==> config.mk <==
export PLATFORM = sky130hd
export DESIGN_NAME = tpw_timer
export DESIGN_NICKNAME = d
export VERILOG_FILES = /design/src/common/tpw_pkg.sv /design/src/logic/tpw_timer.sv
export VERILOG_INCLUDE_DIRS = /design/src /design/src/common
export SDC_FILE = /design/constraint.sdc
export NUM_CORES = 1
export LEC_CHECK = 0
export BUFFER_PORTS_ARGS = -buffer_cell sky130_fd_sc_hd__buf_4
export CAP_MARGIN = 20
export CORE_ASPECT_RATIO = 0.6
export CORE_MARGIN = 2
export CORE_UTILIZATION = 60
export CTS_BUF_LIST = sky130_fd_sc_hd__clkbuf_4
export CTS_CLUSTER_DIAMETER = 150
export DETAILED_ROUTE_END_ITERATION = 10
export HOLD_SLACK_MARGIN = 0.02
export PLACE_DENSITY_LB_ADDON = 0.25
export SETUP_SLACK_MARGIN = 0.15
export SLEW_MARGIN = 0
export SYNTH_ARGS = -nofsm -noshare
export SYNTH_HDL_FRONTEND = slang
export SYNTH_SLANG_ARGS = --single-unit
==> constraint.sdc <==
create_clock -name sys_clk -period 6.1 [get_ports sys_clk]
set_input_delay 0.305 -clock sys_clk [delete_from_list [all_inputs] [get_ports sys_clk]]
set_output_delay 0.305 -clock sys_clk [all_outputs]
set_load 0.005 [all_outputs]
==> src/common/tpw_defs.svh <==
// register offsets, field positions and reset values of the pwm timer
// assumes a 32-bit ahb-lite bus: byte address is four times the index
`ifndef TPW_DEFS_SVH
`define TPW_DEFS_SVH

// register indices, byte address = index * 4
`define TPW_IDX_IRQ_FLAGS      8'h35
`define TPW_IDX_CONTROL_A      8'h44
`define TPW_IDX_CONTROL_B      8'h45
`define TPW_IDX_COUNT_VALUE    8'h46
`define TPW_IDX_COMPARE_A      8'h47
`define TPW_IDX_COMPARE_B      8'h48
`define TPW_IDX_TRIGGER_SEL    8'h49
`define TPW_IDX_DEAD_TIME      8'h4f
`define TPW_IDX_IRQ_MASK       8'h6e
`define TPW_IDX_CLOCK_CTRL     8'hec

// control a fields
`define TPW_CA_MODE_A_HI       7
`define TPW_CA_MODE_A_LO       6
`define TPW_CA_MODE_B_HI       5
`define TPW_CA_MODE_B_LO       4
`define TPW_CA_SHUT_B          3
`define TPW_CA_SHUT_A          2
`define TPW_CA_WAVE_HI         1
`define TPW_CA_WAVE_LO         0

// control b fields
`define TPW_CB_DEAD_EN         4
`define TPW_CB_WAVE_TOP        3
`define TPW_CB_CS_HI           2
`define TPW_CB_CS_LO           0
`define TPW_CB_WR_MASK         8'h3f

// clock control fields and flag field
`define TPW_CK_MULT_EN         0
`define TPW_CK_FAST_SEL        1
`define TPW_FL_OVERFLOW        0

// reset value of every register, and the count maximum
`define TPW_REG_RESET          8'h00
`define TPW_COUNT_MAX          8'hff

// waveform modes with phase-correct counting
`define TPW_WM_PC_FULL         3'h1
`define TPW_WM_PC_CMPA         3'h5

// output modes
`define TPW_OM_OFF             2'h0
`define TPW_OM_CLR_UP          2'h2
`define TPW_OM_SET_UP          2'h3

// prescale divide masks (divide minus one)
`define TPW_PS_DIV8            10'h007
`define TPW_PS_DIV64           10'h03f
`define TPW_PS_DIV256          10'h0ff
`define TPW_PS_DIV1024         10'h3ff

`endif

==> src/common/tpw_pkg.sv <==
// types shared by the pwm timer: bus carriers, pin carrier and state
// widths are written as literals here; tpw_defs.svh is not included
package tpw_pkg;

    // counting direction
    typedef enum logic {
        TPW_UP   = 1'b0,
        TPW_DOWN = 1'b1
    } tpw_dir_t;

    // ahb-lite request side as seen by the slave
    typedef struct packed {
        logic        hsel;
        logic [11:0] haddr;
        logic [1:0]  htrans;
        logic        hwrite;
        logic [2:0]  hsize;
        logic        hready;
        logic [31:0] hwdata;
    } tpw_ahb_req_t;

    // ahb-lite response side
    typedef struct packed {
        logic        hreadyout;
        logic        hresp;
        logic [31:0] hrdata;
    } tpw_ahb_rsp_t;

    // compare pins toward the power stage
    typedef struct packed {
        logic out_a;
        logic oe_a;
        logic out_b;
        logic oe_b;
    } tpw_pins_t;

    // whole state of the timer
    typedef struct packed {
        logic [1:0] fast_sync;
        logic       fast_prev;
        logic [7:0] control_a;
        logic [7:0] control_b;
        logic [7:0] count;
        tpw_dir_t   dir;
        logic [7:0] cmp_buf_a;
        logic [7:0] cmp_buf_b;
        logic [7:0] cmp_act_a;
        logic [7:0] cmp_act_b;
        logic [7:0] trig_sel;
        logic [7:0] dead_len;
        logic [7:0] irq_mask;
        logic [7:0] clk_ctl;
        logic       ovf;
        logic       wave_a;
        logic       wave_b;
        logic [9:0] prescale;
        logic       shut_a;
        logic       shut_b;
        logic [7:0] trig_prev;
        logic [7:0] dt_cnt_a;
        logic [7:0] dt_cnt_b;
        logic       out_a;
        logic       out_b;
        logic       dp_valid;
        logic       dp_write;
        logic       dp_hit;
        logic [7:0] dp_idx;
        logic [7:0] rdata;
    } tpw_state_t;

endpackage

==> src/logic/tpw_timer.sv <==
// 8-bit phase-correct pwm timer with dead-time and ahb-lite registers
// assumes one clock; the fast oscillator arrives as a sampled input
//
// Operation
// [RULE1] counting clock is system clock over 1..1024
// [RULE2] up-match and down-match drive opposite levels
// [RULE3] compare at min or max holds constant
// [RULE4] leaving 0xff toggles output at top
// [RULE5] missed match from above also toggles output
// [RULE6] dead-time derives both outputs from channel b
// [RULE7] equal output modes give equal polarity
// [RULE8] dead-time off: channels run independently
// [RULE9] fast select counts on multiplied oscillator clock
// [RULE10] software enables multiplier before fast select
// [RULE11] software spaces back-to-back fast-domain accesses
// [RULE12] software stops counter before reading count
// [RULE13] dual-domain registers work in both clocks
// [RULE14] control a output-mode fields connect pins
// [RULE15] control a bit 3 enables channel b shutdown
// [RULE16] control a bit 2 enables channel a shutdown
// [RULE17] control a low bits are waveform mode
// [RULE18] modes 1 and 5 count up-down
// [RULE19] overflow at bottom, compare reload at top
// [RULE20] mode 2 clears on up, 3 inverse
// [RULE21] dead interval delays only active-going edges
//
// Register access over AHB-Lite was chosen for this implementation.
`timescale 1ns/10ps
`include "tpw_defs.svh"

module tpw_timer #(
    parameter int PRESCALE_W = 10
) (
    input  wire logic                  sys_clk,
    input  wire logic                  rst,
    input  wire tpw_pkg::tpw_ahb_req_t ahb_req,
    output tpw_pkg::tpw_ahb_rsp_t      ahb_rsp,
    input  wire logic                  fast_rc_osc_clock,
    input  wire logic [7:0]            trigger_events,
    input  wire logic                  pin_dir_a,
    input  wire logic                  pin_dir_b,
    output logic                       osc_multiplier_enable,
    output tpw_pkg::tpw_pins_t         pins
);

    // the prescaler divides by up to 1024, so narrower widths cannot serve
    if (PRESCALE_W != 10) begin : g_bad_width
        $error("tpw_timer: PRESCALE_W must be 10");
    end

    tpw_pkg::tpw_state_t st;
    tpw_pkg::tpw_state_t next_st;

    logic [2:0] waveform_mode;
    logic [1:0] output_mode_a;
    logic [1:0] output_mode_b;
    logic [2:0] clock_select;
    logic       dead_time_enable;
    logic       fast_clock_select;
    logic       phase_correct_pwm;
    logic       base_tick;
    logic       tick;
    logic [7:0] top;
    logic [7:0] ncnt;
    tpw_pkg::tpw_dir_t ndir;
    logic       at_top;
    logic       at_bottom;
    logic [7:0] trig_rise;
    logic       addr_phase;
    logic [7:0] addr_idx;
    logic       addr_ok;
    logic       wr_en;
    logic [7:0] wdata;
    logic       ref_a;

    // prescale mask for a clock select code; zero means every base tick
    function automatic logic [9:0] ps_mask(input logic [2:0] cs);
        case (cs)
            3'h2:    ps_mask = `TPW_PS_DIV8;
            3'h3:    ps_mask = `TPW_PS_DIV64;
            3'h4:    ps_mask = `TPW_PS_DIV256;
            3'h5:    ps_mask = `TPW_PS_DIV1024;
            default: ps_mask = 10'h000;
        endcase
    endfunction

    // level an output takes after an up-count match
    function automatic logic up_level(input logic [1:0] om);
        up_level = (om == `TPW_OM_SET_UP);
    endfunction

    // one step of the active-edge delay: returns {out, count}
    function automatic logic [8:0] dt_step(
        input logic       ref_lvl,
        input logic       cur,
        input logic [7:0] cnt,
        input logic [7:0] len,
        input logic       tk
    );
        if (!ref_lvl) begin
            dt_step = 9'h000;
        end else if (cur) begin
            dt_step = {1'b1, cnt};
        end else if (cnt >= len) begin
            dt_step = {1'b1, cnt};
        end else if (tk) begin
            dt_step = {1'b0, 8'(cnt + 8'h01)};
        end else begin
            dt_step = {1'b0, cnt};
        end
    endfunction

    // register read view of a state copy
    function automatic logic [7:0] rd_reg(
        input tpw_pkg::tpw_state_t s,
        input logic [7:0]          idx
    );
        case (idx)
            `TPW_IDX_IRQ_FLAGS:   rd_reg = {7'h00, s.ovf};
            `TPW_IDX_CONTROL_A:   rd_reg = s.control_a;
            `TPW_IDX_CONTROL_B:   rd_reg = s.control_b & `TPW_CB_WR_MASK;
            `TPW_IDX_COUNT_VALUE: rd_reg = s.count;
            `TPW_IDX_COMPARE_A:   rd_reg = s.cmp_buf_a;
            `TPW_IDX_COMPARE_B:   rd_reg = s.cmp_buf_b;
            `TPW_IDX_TRIGGER_SEL: rd_reg = s.trig_sel;
            `TPW_IDX_DEAD_TIME:   rd_reg = s.dead_len;
            `TPW_IDX_IRQ_MASK:    rd_reg = s.irq_mask;
            `TPW_IDX_CLOCK_CTRL:  rd_reg = s.clk_ctl;
            default:              rd_reg = 8'h00;
        endcase
    endfunction

    // field decode of the control registers
    assign output_mode_a = st.control_a[`TPW_CA_MODE_A_HI:`TPW_CA_MODE_A_LO];
    assign output_mode_b = st.control_a[`TPW_CA_MODE_B_HI:`TPW_CA_MODE_B_LO];
    assign waveform_mode = {st.control_b[`TPW_CB_WAVE_TOP],
                            st.control_a[`TPW_CA_WAVE_HI:`TPW_CA_WAVE_LO]};
    assign clock_select      = st.control_b[`TPW_CB_CS_HI:`TPW_CB_CS_LO];
    assign dead_time_enable  = st.control_b[`TPW_CB_DEAD_EN];
    assign fast_clock_select = st.clk_ctl[`TPW_CK_FAST_SEL];
    assign phase_correct_pwm = (waveform_mode == `TPW_WM_PC_FULL) ||
                               (waveform_mode == `TPW_WM_PC_CMPA);

    // base tick: every system clock, or a sampled fast-oscillator edge
    assign base_tick = fast_clock_select ?
                       (st.fast_sync[1] & ~st.fast_prev) : 1'b1; // [RULE9]
    // codes 6 and 7 (external pin) are not served and stop the count
    assign tick = base_tick && (clock_select >= 3'h1) &&
                  (clock_select <= 3'h5) &&
                  ((st.prescale & ps_mask(clock_select)) ==
                   ps_mask(clock_select)); // [RULE1]

    // up-down counter, turns at each end without repeating the end value
    assign top = (waveform_mode == `TPW_WM_PC_CMPA) ?
                 st.cmp_act_a : `TPW_COUNT_MAX; // [RULE18]
    always_comb begin
        ncnt = st.count;
        ndir = st.dir;
        if (st.dir == tpw_pkg::TPW_UP) begin
            if (st.count >= top) begin
                ncnt = (top == 8'h00) ? 8'h00 : 8'(top - 8'h01);
                ndir = tpw_pkg::TPW_DOWN;
            end else begin
                ncnt = 8'(st.count + 8'h01);
            end
        end else begin
            if (st.count == 8'h00) begin
                ncnt = (top == 8'h00) ? 8'h00 : 8'h01;
                ndir = tpw_pkg::TPW_UP;
            end else begin
                ncnt = 8'(st.count - 8'h01);
            end
        end
    end
    assign at_top    = (ndir == tpw_pkg::TPW_UP) && (ncnt == top);
    assign at_bottom = (ndir == tpw_pkg::TPW_DOWN) && (ncnt == 8'h00);

    // bus decode; hready is our own hreadyout, so one cycle per phase
    assign addr_phase = ahb_req.hsel && ahb_req.hready && ahb_req.htrans[1];
    assign addr_ok    = (ahb_req.haddr[11:10] == 2'h0) &&
                        (ahb_req.haddr[1:0] == 2'h0);
    assign addr_idx   = ahb_req.haddr[9:2];
    assign wr_en      = st.dp_valid && st.dp_write && st.dp_hit;
    assign wdata      = ahb_req.hwdata[7:0];

    // selected trigger sources, rising edges only
    assign trig_rise = trigger_events & ~st.trig_prev & st.trig_sel;

    // reference for output a under dead-time
    assign ref_a = (output_mode_a == output_mode_b) ?
                   st.wave_b : ~st.wave_b; // [RULE7]

    // next-state logic: bus, counter, waveforms, shutdown, dead-time
    always_comb begin
        logic [8:0] step_a;
        logic [8:0] step_b;
        logic       lvl_a;
        logic       lvl_b;
        next_st = st;
        step_a  = 9'h000;
        step_b  = 9'h000;
        lvl_a   = 1'b0;
        lvl_b   = 1'b0;

        // fast clock sampler: only the second stage is looked at
        next_st.fast_sync = {st.fast_sync[0], fast_rc_osc_clock};
        next_st.fast_prev = st.fast_sync[1];
        next_st.trig_prev = trigger_events;

        // prescaler runs on base ticks while a divided source is chosen
        if (clock_select >= 3'h1 && clock_select <= 3'h5) begin
            if (base_tick) begin
                next_st.prescale = 10'(st.prescale + 10'h001); // [RULE1]
            end
        end else begin
            next_st.prescale = 10'h000;
        end

        // phase-correct counting; other modes hold the counter here
        if (phase_correct_pwm && tick) begin
            next_st.count = ncnt; // [RULE18]
            next_st.dir   = ndir;
            // match while counting up vs down gives opposite levels
            if (ncnt == st.cmp_act_a) begin
                lvl_a = (ndir == tpw_pkg::TPW_UP) ?
                        up_level(output_mode_a) :
                        ~up_level(output_mode_a); // [RULE2] [RULE20]
                if (output_mode_a[1]) begin
                    next_st.wave_a = lvl_a;
                end
            end
            if (ncnt == st.cmp_act_b) begin
                lvl_b = (ndir == tpw_pkg::TPW_UP) ?
                        up_level(output_mode_b) :
                        ~up_level(output_mode_b); // [RULE2] [RULE20]
                if (output_mode_b[1]) begin
                    next_st.wave_b = lvl_b;
                end
            end
            if (at_bottom) begin
                next_st.ovf = 1'b1; // [RULE19]
            end
            if (at_top) begin
                next_st.cmp_act_a = st.cmp_buf_a; // [RULE19]
                next_st.cmp_act_b = st.cmp_buf_b;
                // settle the down half without a match so the wave stays
                // symmetric about bottom (left 0xff, or missed up-match)
                if (output_mode_a[1]) begin
                    next_st.wave_a = (st.cmp_buf_a != 8'h00 &&
                                      st.cmp_buf_a <= top) ?
                                     up_level(output_mode_a) :
                                     ~up_level(output_mode_a); // [RULE4] [RULE5] [RULE3]
                end
                if (output_mode_b[1]) begin
                    next_st.wave_b = (st.cmp_buf_b != 8'h00 &&
                                      st.cmp_buf_b <= top) ?
                                     up_level(output_mode_b) :
                                     ~up_level(output_mode_b); // [RULE4] [RULE5] [RULE3]
                end
            end
        end

        // dead-time: both pins from channel b, active edges delayed
        if (dead_time_enable) begin
            step_a = dt_step(ref_a, st.out_a, st.dt_cnt_a, st.dead_len,
                             tick); // [RULE6] [RULE21]
            step_b = dt_step(st.wave_b, st.out_b, st.dt_cnt_b,
                             st.dead_len, tick); // [RULE6] [RULE21]
            next_st.out_a    = step_a[8];
            next_st.dt_cnt_a = step_a[7:0];
            next_st.out_b    = step_b[8];
            next_st.dt_cnt_b = step_b[7:0];
        end else begin
            next_st.out_a    = st.wave_a; // [RULE8]
            next_st.out_b    = st.wave_b; // [RULE8]
            next_st.dt_cnt_a = 8'h00;
            next_st.dt_cnt_b = 8'h00;
        end

        // data phase writes; dual-domain set shares the single clock here
        if (wr_en) begin
            case (st.dp_idx)
                `TPW_IDX_IRQ_FLAGS: begin
                    // set wins over the one-to-clear
                    next_st.ovf = next_st.ovf &
                                  ~(wdata[`TPW_FL_OVERFLOW] & ~
                                    (phase_correct_pwm && tick && at_bottom));
                end
                `TPW_IDX_CONTROL_A: begin
                    next_st.control_a = wdata; // [RULE14] [RULE17]
                end
                `TPW_IDX_CONTROL_B: begin
                    next_st.control_b = wdata & `TPW_CB_WR_MASK;
                end
                `TPW_IDX_COUNT_VALUE: begin
                    next_st.count = wdata; // [RULE13]
                end
                `TPW_IDX_COMPARE_A: begin
                    next_st.cmp_buf_a = wdata;
                end
                `TPW_IDX_COMPARE_B: begin
                    next_st.cmp_buf_b = wdata;
                end
                `TPW_IDX_TRIGGER_SEL: begin
                    next_st.trig_sel = wdata;
                end
                `TPW_IDX_DEAD_TIME: begin
                    next_st.dead_len = wdata;
                end
                `TPW_IDX_IRQ_MASK: begin
                    next_st.irq_mask = wdata;
                end
                `TPW_IDX_CLOCK_CTRL: begin
                    next_st.clk_ctl = wdata & 8'h03;
                end
                default: begin
                end
            endcase
        end

        // shutdown latches until control a is rewritten; set wins
        if (wr_en && st.dp_idx == `TPW_IDX_CONTROL_A) begin
            next_st.shut_a = 1'b0;
            next_st.shut_b = 1'b0;
        end
        if (|trig_rise && st.control_a[`TPW_CA_SHUT_A]) begin
            next_st.shut_a = 1'b1; // [RULE16]
        end
        if (|trig_rise && st.control_a[`TPW_CA_SHUT_B]) begin
            next_st.shut_b = 1'b1; // [RULE15]
        end

        // address phase capture; read data taken from the updated copy
        next_st.dp_valid = addr_phase;
        next_st.dp_write = addr_phase && ahb_req.hwrite;
        next_st.dp_hit   = addr_ok;
        next_st.dp_idx   = addr_idx;
        if (addr_phase && !ahb_req.hwrite) begin
            next_st.rdata = addr_ok ? rd_reg(next_st, addr_idx) : 8'h00;
        end
    end

    // single state register
    always_ff @(posedge sys_clk) begin
        if (rst) begin
            st <= '0;
        end else begin
            st <= next_st;
        end
    end

    // bus answer: zero wait states, always okay
    assign ahb_rsp.hreadyout = 1'b1;
    assign ahb_rsp.hresp     = 1'b0;
    assign ahb_rsp.hrdata    = {24'h000000, st.rdata};

    // pins: nonzero mode, pin set to output, and not shut down
    assign pins.out_a = st.out_a;
    assign pins.out_b = st.out_b;
    assign pins.oe_a  = (output_mode_a != `TPW_OM_OFF) && pin_dir_a &&
                        !st.shut_a; // [RULE14] [RULE16]
    assign pins.oe_b  = (output_mode_b != `TPW_OM_OFF) && pin_dir_b &&
                        !st.shut_b; // [RULE14] [RULE15]
    assign osc_multiplier_enable = st.clk_ctl[`TPW_CK_MULT_EN]; // [RULE10]

    // checks next to the logic
    property p_ovf_bottom;
        @(posedge sys_clk) disable iff (rst)
        (phase_correct_pwm && tick && st.dir == tpw_pkg::TPW_DOWN &&
         st.count == 8'h01) |=> st.ovf;
    endproperty
    a_ovf_bottom: assert property (p_ovf_bottom) // [RULE19]
        else $error("overflow not set at bottom");

    property p_reload_top;
        @(posedge sys_clk) disable iff (rst)
        (phase_correct_pwm && tick && at_top && !wr_en) |=>
        (st.cmp_act_b == $past(st.cmp_buf_b));
    endproperty
    a_reload_top: assert property (p_reload_top) // [RULE19]
        else $error("compare b not reloaded at top");

    property p_up_match;
        @(posedge sys_clk) disable iff (rst)
        (phase_correct_pwm && tick && output_mode_b == `TPW_OM_CLR_UP &&
         ndir == tpw_pkg::TPW_UP && ncnt == st.cmp_act_b && !at_top)
        |=> !st.wave_b;
    endproperty
    a_up_match: assert property (p_up_match) // [RULE2]
        else $error("up-count match did not clear b");

    property p_top_fix;
        @(posedge sys_clk) disable iff (rst)
        (phase_correct_pwm && tick && at_top &&
         output_mode_a == `TPW_OM_SET_UP && st.cmp_buf_a != 8'h00 &&
         st.cmp_buf_a <= top) |=> st.wave_a;
    endproperty
    a_top_fix: assert property (p_top_fix) // [RULE4]
        else $error("no symmetry correction at top");

    property p_fall_now;
        @(posedge sys_clk) disable iff (rst)
        (dead_time_enable && !st.wave_b) |=> !st.out_b;
    endproperty
    a_fall_now: assert property (p_fall_now) // [RULE21]
        else $error("inactive edge delayed");

    property p_dead_wait;
        @(posedge sys_clk) disable iff (rst)
        (dead_time_enable && st.dead_len != 8'h00 && $rose(st.wave_b) &&
         $stable(st.dead_len)) |-> !st.out_b ##1 !st.out_b;
    endproperty
    a_dead_wait: assert property (p_dead_wait) // [RULE21]
        else $error("active edge not delayed");

    property p_polarity;
        @(posedge sys_clk) disable iff (rst)
        (dead_time_enable && output_mode_a != output_mode_b && st.wave_b &&
         $stable(st.control_a)) |=> !st.out_a;
    endproperty
    a_polarity: assert property (p_polarity) // [RULE7]
        else $error("output a polarity wrong");

    property p_no_dead;
        @(posedge sys_clk) disable iff (rst)
        !dead_time_enable |=> (st.out_a == $past(st.wave_a));
    endproperty
    a_no_dead: assert property (p_no_dead) // [RULE8]
        else $error("output a not following its channel");

    property p_shut_b;
        @(posedge sys_clk) disable iff (rst)
        (|trig_rise && st.control_a[`TPW_CA_SHUT_B]) |=> !pins.oe_b;
    endproperty
    a_shut_b: assert property (p_shut_b) // [RULE15]
        else $error("channel b not shut down");

    property p_shut_a;
        @(posedge sys_clk) disable iff (rst)
        (|trig_rise && st.control_a[`TPW_CA_SHUT_A]) |=> !pins.oe_a;
    endproperty
    a_shut_a: assert property (p_shut_a) // [RULE16]
        else $error("channel a not shut down");

    property p_fast_tick;
        @(posedge sys_clk) disable iff (rst)
        (fast_clock_select && st.fast_sync[1] == st.fast_prev) |-> !tick;
    endproperty
    a_fast_tick: assert property (p_fast_tick) // [RULE9]
        else $error("tick without fast clock edge");

endmodule

---- Word level (Yosys, flattened, before mapping) ----
Index checks and enable logic that the tools add are counted.
cells by class
  order comparisons ....................... 7
  add/subtract/negate cells ............... 6
  equal/unequal tests ..................... 33
  reduce and logical (&&, ||, !) cells .... 46
  bitwise operators ....................... 21
  mux-type cells .......................... 53
operators by type and width
  cell                                                                 count
  8-bit by 7-bit == test with 1-bit output (second input constant)     16
  8-bit 2-to-1 mux                                                     16
  8-bit one-hot mux with 10 select lines                               1
  9-bit 2-to-1 mux                                                     7
  10-bit one-hot mux with 4 select lines                               1
  33-bit 2-to-1 mux                                                    1
  8-bit by 1-bit adder with 8-bit output (second input constant)       3
  8-bit == test                                                        3
  8-bit >= comparator                                                  3
  1-bit logical AND                                                    24
  8-bit logical NOT                                                    3
  24-bit 2-to-1 mux                                                    1
  1-bit 2-to-1 mux                                                     20
  8-bit AND                                                            2
  8-bit by 6-bit == test with 1-bit output (second input constant)     2
  8-bit == test (second input constant)                                2
  8-bit less-or-equal comparator                                       2
  16-bit 2-to-1 mux                                                    1
  8-bit nonzero test                                                   2
  8-bit by 1-bit subtractor with 8-bit output (second input constant)  2
  1-bit NOT                                                            14
  10-bit by 1-bit adder with 10-bit output (second input constant)     1
  10-bit AND                                                           1
  10-bit == test                                                       1
  other kinds (21)                                                     37
word-level totals
  bits in registers ....................... 150
  logic and storage cells ................. 196
  output and inout bits ................... 39
  bits of input ports ..................... 65

---- Longest topological paths before layout ----
  depth in word-level cells ............... 17
  depth in mapped cells ................... 18
  gate-level depth less buffers ........... 15

---- Worst setup path before layout ----
No wires, ideal clock.
  path kind ............................... reg-to-reg
  start point ............................. register st[142] (netlist name)
  end point ............................... register st[103] (netlist name)
  cell stages (with the launch flop) ...... 17
  library setup time ...................... 128 ps
  arrival ................................. 4,095 ps
  path buffers ............................ 2
  period minus slack after synthesis ...... 4,223 ps
  path slack .............................. 1,877 ps
  required time ........................... 5,972 ps
  cell sequence ........................... dfxtp_1 -> nand3b_1 -> clkbuf_1 -> nor2_1 -> ha_1 -> a21oi_1 -> o21ai_1 -> or2_2 -> a21oi_1 -> a221oi_1 -> a22o_1 -> or4_4 -> nor4_4 -> nand2_4 -> buf_6 -> mux2i_1 -> nor2_1
on the way
  word-level cells in the longest chain between the ends .. 9
  elaborated cells between the ends (all ways) .. 19
  classes of those cells .................. add/sub: 1; order compare: 1; eq/ne: 3; mux: 8; bitwise: 1; reduce/logical: 5
ends and longest elaborated chain
  item                                                                              line                                source
  from (decl)                                                                       tpw_timer.sv:51                     tpw_pkg::tpw_state_t st;
  from (signal assigned)                                                            tpw_timer.sv:348                    st <= next_st;
  3-bit == test (no line)                                                           -
  8-bit 2-to-1 mux (no line)                                                        -
  8-bit by 1-bit subtractor with 8-bit output or 8-bit logical NOT (tied branches)  tpw_timer.sv:161, tpw_timer.sv:168
  8-bit 2-to-1 mux or 1-bit 2-to-1 mux (tied branches)                              tpw_timer.sv:161, tpw_timer.sv:168
  8-bit 2-to-1 mux (on tied branches)                                               tpw_timer.sv:160, tpw_timer.sv:167
  8-bit 2-to-1 mux                                                                  tpw_timer.sv:159                    if (st.dir == tpw_pkg::TPW_UP) begin
  8-bit == test                                                                     tpw_timer.sv:175                    assign at_top = (ndir == tpw_pkg::TPW_UP) && (ncnt == top);
  1-bit logical AND                                                                 tpw_timer.sv:175
  2-bit AND reduction (no line) (*)                                                 -
Every way passes the cells marked *; elsewhere a longest branch is shown, timed or not.
A chain may end at the register's enable or synchronous reset.

---- Worst setup path after layout ----
  start point ............................. register st[142] (netlist name)
  end point ............................... register st[99] (netlist name)
Same word-level chain as after synthesis.

==> impl_metrics.csv <==
group,metric,value,unit
sta,post-route-period-util,84.3,%
setup_path,end_kind,"register",
run_status,outcome,"complete, no violations",
place,dp_hpwl,17400,um
routing,viasPerCell,6.00,
routing,drcViolationCount,0,
place,io_buffers,49,
sta,finalHoldViolations,0,
synth,synth_edf_count,0,
die,die_w,160,um
setup_path,r2r_slack,0.95,ns
place,pre_cts_slack,1.07,ns
layout,final_area,0.00959,sq mm
synth,synth_area_leader_cell,"dfxtp_1",
setup_path,worstReg2RegStart,"st[142]",
layout,final_core_util,66.9,%
layout,fin_nets,1164,
global_route,grt_max_degree,68,
die,dieArea,0.0155,sq mm
power,power_density,185,mW/mm^2
setup_path,max_stage_delay,0.73,ns
synth,yosysTopAreaCellShare,34.5,%
synth,syn_area_per_cell,8.56,sq um
power,p_leak,0.00408,uW
sta,slew_violations,0,
synth,synth_cells,1017,
power,ir_drop,0.136,mV
die,num_rows,34,
sta,fmax,194,MHz
setup_path,critPathSlowestCell,"a221oi_1",
sta,setup_violations,0,
synth,ys_types,74,
clock_network,ctsResizeCount,0,
global_route,grt_pass1_wl,37600,um
hold_path,hold_depth,3,
clock_network,cts_setup_buffers,0,
global_route,grt-ovfl-total,0,
synth,yosys_warnings,0,
clock_network,cts-hold-fix-buffers,22,
place,placed_cell_area,0.00904,sq mm
synth,yosys_register_bits,150,
place,gp_congestion,0.931,
clock_network,cts_buffers,17,
die,start_util,60.8,%
layout,drive_gt1_share,11.3,%
synth,synthFlopType,"dfxtp_1",
setup_path,r2r-end,"st[99]",
setup_path,critPathLaunch,"st[142]",
power,power.total,1770,uW
synth,netlist_area,0.00871,sq mm
die,die_h,97.3,um
sta,layout_setup_ws,0.955,ns
hold_path,hp-start,"ahb_req[6]",
global_route,antenna_found_initial,0,
sta,final.min_clock_period,5.15,ns
clock_network,clockRootBuffer,"clkbuf_4",
clock_network,ctsLongestPathBuffers,2,
routing,drt_pre_antenna_iters,6,
setup_path,worstSetupStartpointType,"register",
flow_run,drv_cap,0,
synth,synth-async-reset-ratio,0,%
synth,synthTopCellsByArea,"dfxtp_1 (34%), mux2i_1 (9.5%), nor2_1 (6.6%)",
setup_path,path_cells,"nand3b_1, nor2_1, inv_1, ha_1, nand2b_1, a21oi_1, o21ai_1, a21oi_1, buf_4, a221oi_1, nor2_1, o22a_1, nor4_4, nand2_4, mux2i_1, nor2_1",
setup_path,crit_required,6.50,ns
routing,drtIter0Drc,991,
global_route,grt_pass1_vias,6882,
synth,synth_most_common_cell,"nor2_1",
global_route,track_usage,30.8,%
routing,routed_wl,23400,um
sta,max-slew-margin-rel,25.6,%
routing,vias,7601,
sta,setup_tns,0,ns
sta,worstMarginPinSlew,1.11,ns
hold_path,min_path_type,"in2reg",
die,io_pins,104,
synth,synth_seq_area_share,34.5,%
die,core-area,0.0143,sq mm
clock_network,cts_tree,"done",
clock_network,clk_pin_slew_worst_paths,0.13,ns
clock_network,cts_num_sinks,150,
setup_path,worst-path-max-fanout,16,
setup_path,crit_top_cell,"nor2_1",
routing,postRouteAntennaNets,0,
clock_network,clk_latency,0.56,ns
layout,synthToLayoutAreaGrowth,10.1,%
sta,clock_skew,0.0291,ns
sta,grt_setup_unrepaired,"no",
layout,antenna_cells,0,
setup_path,arrival,5.55,ns
clock_network,cts_max_level,4,
setup_path,crit_end,"st[99]",
setup_path,rr_worst_depth,16,
routing,avgRoutedWirePerCell,18.5,um
setup_path,crit_type,"reg2reg",
synth,synth.top_cells.by_count,"nor2_1 (153), dfxtp_1 (150), mux2i_1 (83), nand2_1 (52), ha_1 (43)",
-- worst min path at each step --
| stage | slack, ns | to |
|---|---|---|
| 5_1_grt | 0.10 | st[132] |
| 3_5_place_dp | 0.43 | next_st[149] |
| 4_1_cts | 0.09 | st[114] |
| 6_report | 0.11 | st[74] |
| 2_1_floorplan | 0.41 | next_st[149] |
| 3_3_place_gp | 0.43 | next_st[149] |
-- worst max-delay path: cells and delay by family, from the launching register on --
kind	cells	cell delay, ns
flip-flops	1	0.40
multiplexers	1	0.23
adder cells (fa/ha/maj)	1	0.31
AND/OR/NAND/NOR	7	1.91
buffers and inverters	2	0.38
AO/OA/AOI/OAI	5	1.76
-- area by class of cell --
cell class                 instances  area (sq um)
multi-input combinational        769          5190
fill                            1163          4750
sequential                       150          3000
timing repair buffer              85           693
tap                              198           248
clock inverter                    12           178
clock buffer                      20           150
inverter                          33           124
-- placed cells by master (no fill, tap or decap), types with 20 or more instances in the layout --
master	n
dfxtp_1	150
xnor2_1	24
xor2_1	28
conb_1	26
ha_1	43
nor2_1	153
inv_1	32
buf_4	63
dlygate4sd3_1	22
a21oi_1	37
o21ai_0	23
nand3_1	24
nand2_1	52
mux2i_1	83
nor3_1	20
nor2b_1	28
clkbuf_4	20
-- per-layer routing --
metal / part of all wire, % / vias to the layer above / global-route usage (%) / wire length [um]
li1: - / 3622 / - / -
met1: 48 / 3514 / 48.3 / 11200
met2: 38 / 439 / 40.2 / 8800
met3: 14 / 26 / 10.3 / 3200
met4: 0.96 / 0 / 5.94 / 225
met5: 0 / - / 0 / 0
-- cell families (layout without fill, tap and decap cells) --
logic type | count (synthesis) | in the layout | share of synthesized area [%]
flip-flops | 150 | 150 | 34.5
XOR/XNOR | 52 | 52 | 5.23
multiplexers | 86 | 86 | 10.1
buffers and inverters | 122 | 150 | 7.14
AND/OR/NAND/NOR | 391 | 391 | 22.9
other | 2 | 26 | 0.0862
adder cells (fa/ha/maj) | 47 | 47 | 6.64
AO/OA/AOI/OAI | 167 | 167 | 13.5
-- sequential cells by signal (all words and copies together), names as in the netlist, 2 cells and up --
| register | count |
|---|---|
| output_mode_a | 2 |
| clock_select | 3 |
| st | 128 |
| output_mode_b | 2 |
| ahb_rsp | 8 |
| next_st | 2 |
| pins | 2 |
-- per-stage QoR --
step	hold slack [ns]	instances
after detailed placement	0.431	1213
after global routing	0.102	1267
after CTS	0.0904	1267
after global placement	0.428	1213
after floorplan	0.414	1041
final	0.112	1267
-- where the power goes --
part | switching, uW | internal, uW | leakage [uW]
combinational | 40.7 | 32.8 | 0.00270
clock | 371 | 339 | 0.000167
sequential | 3.88 | 986 | 0.00121
Power figures use the tool's default switching activity.
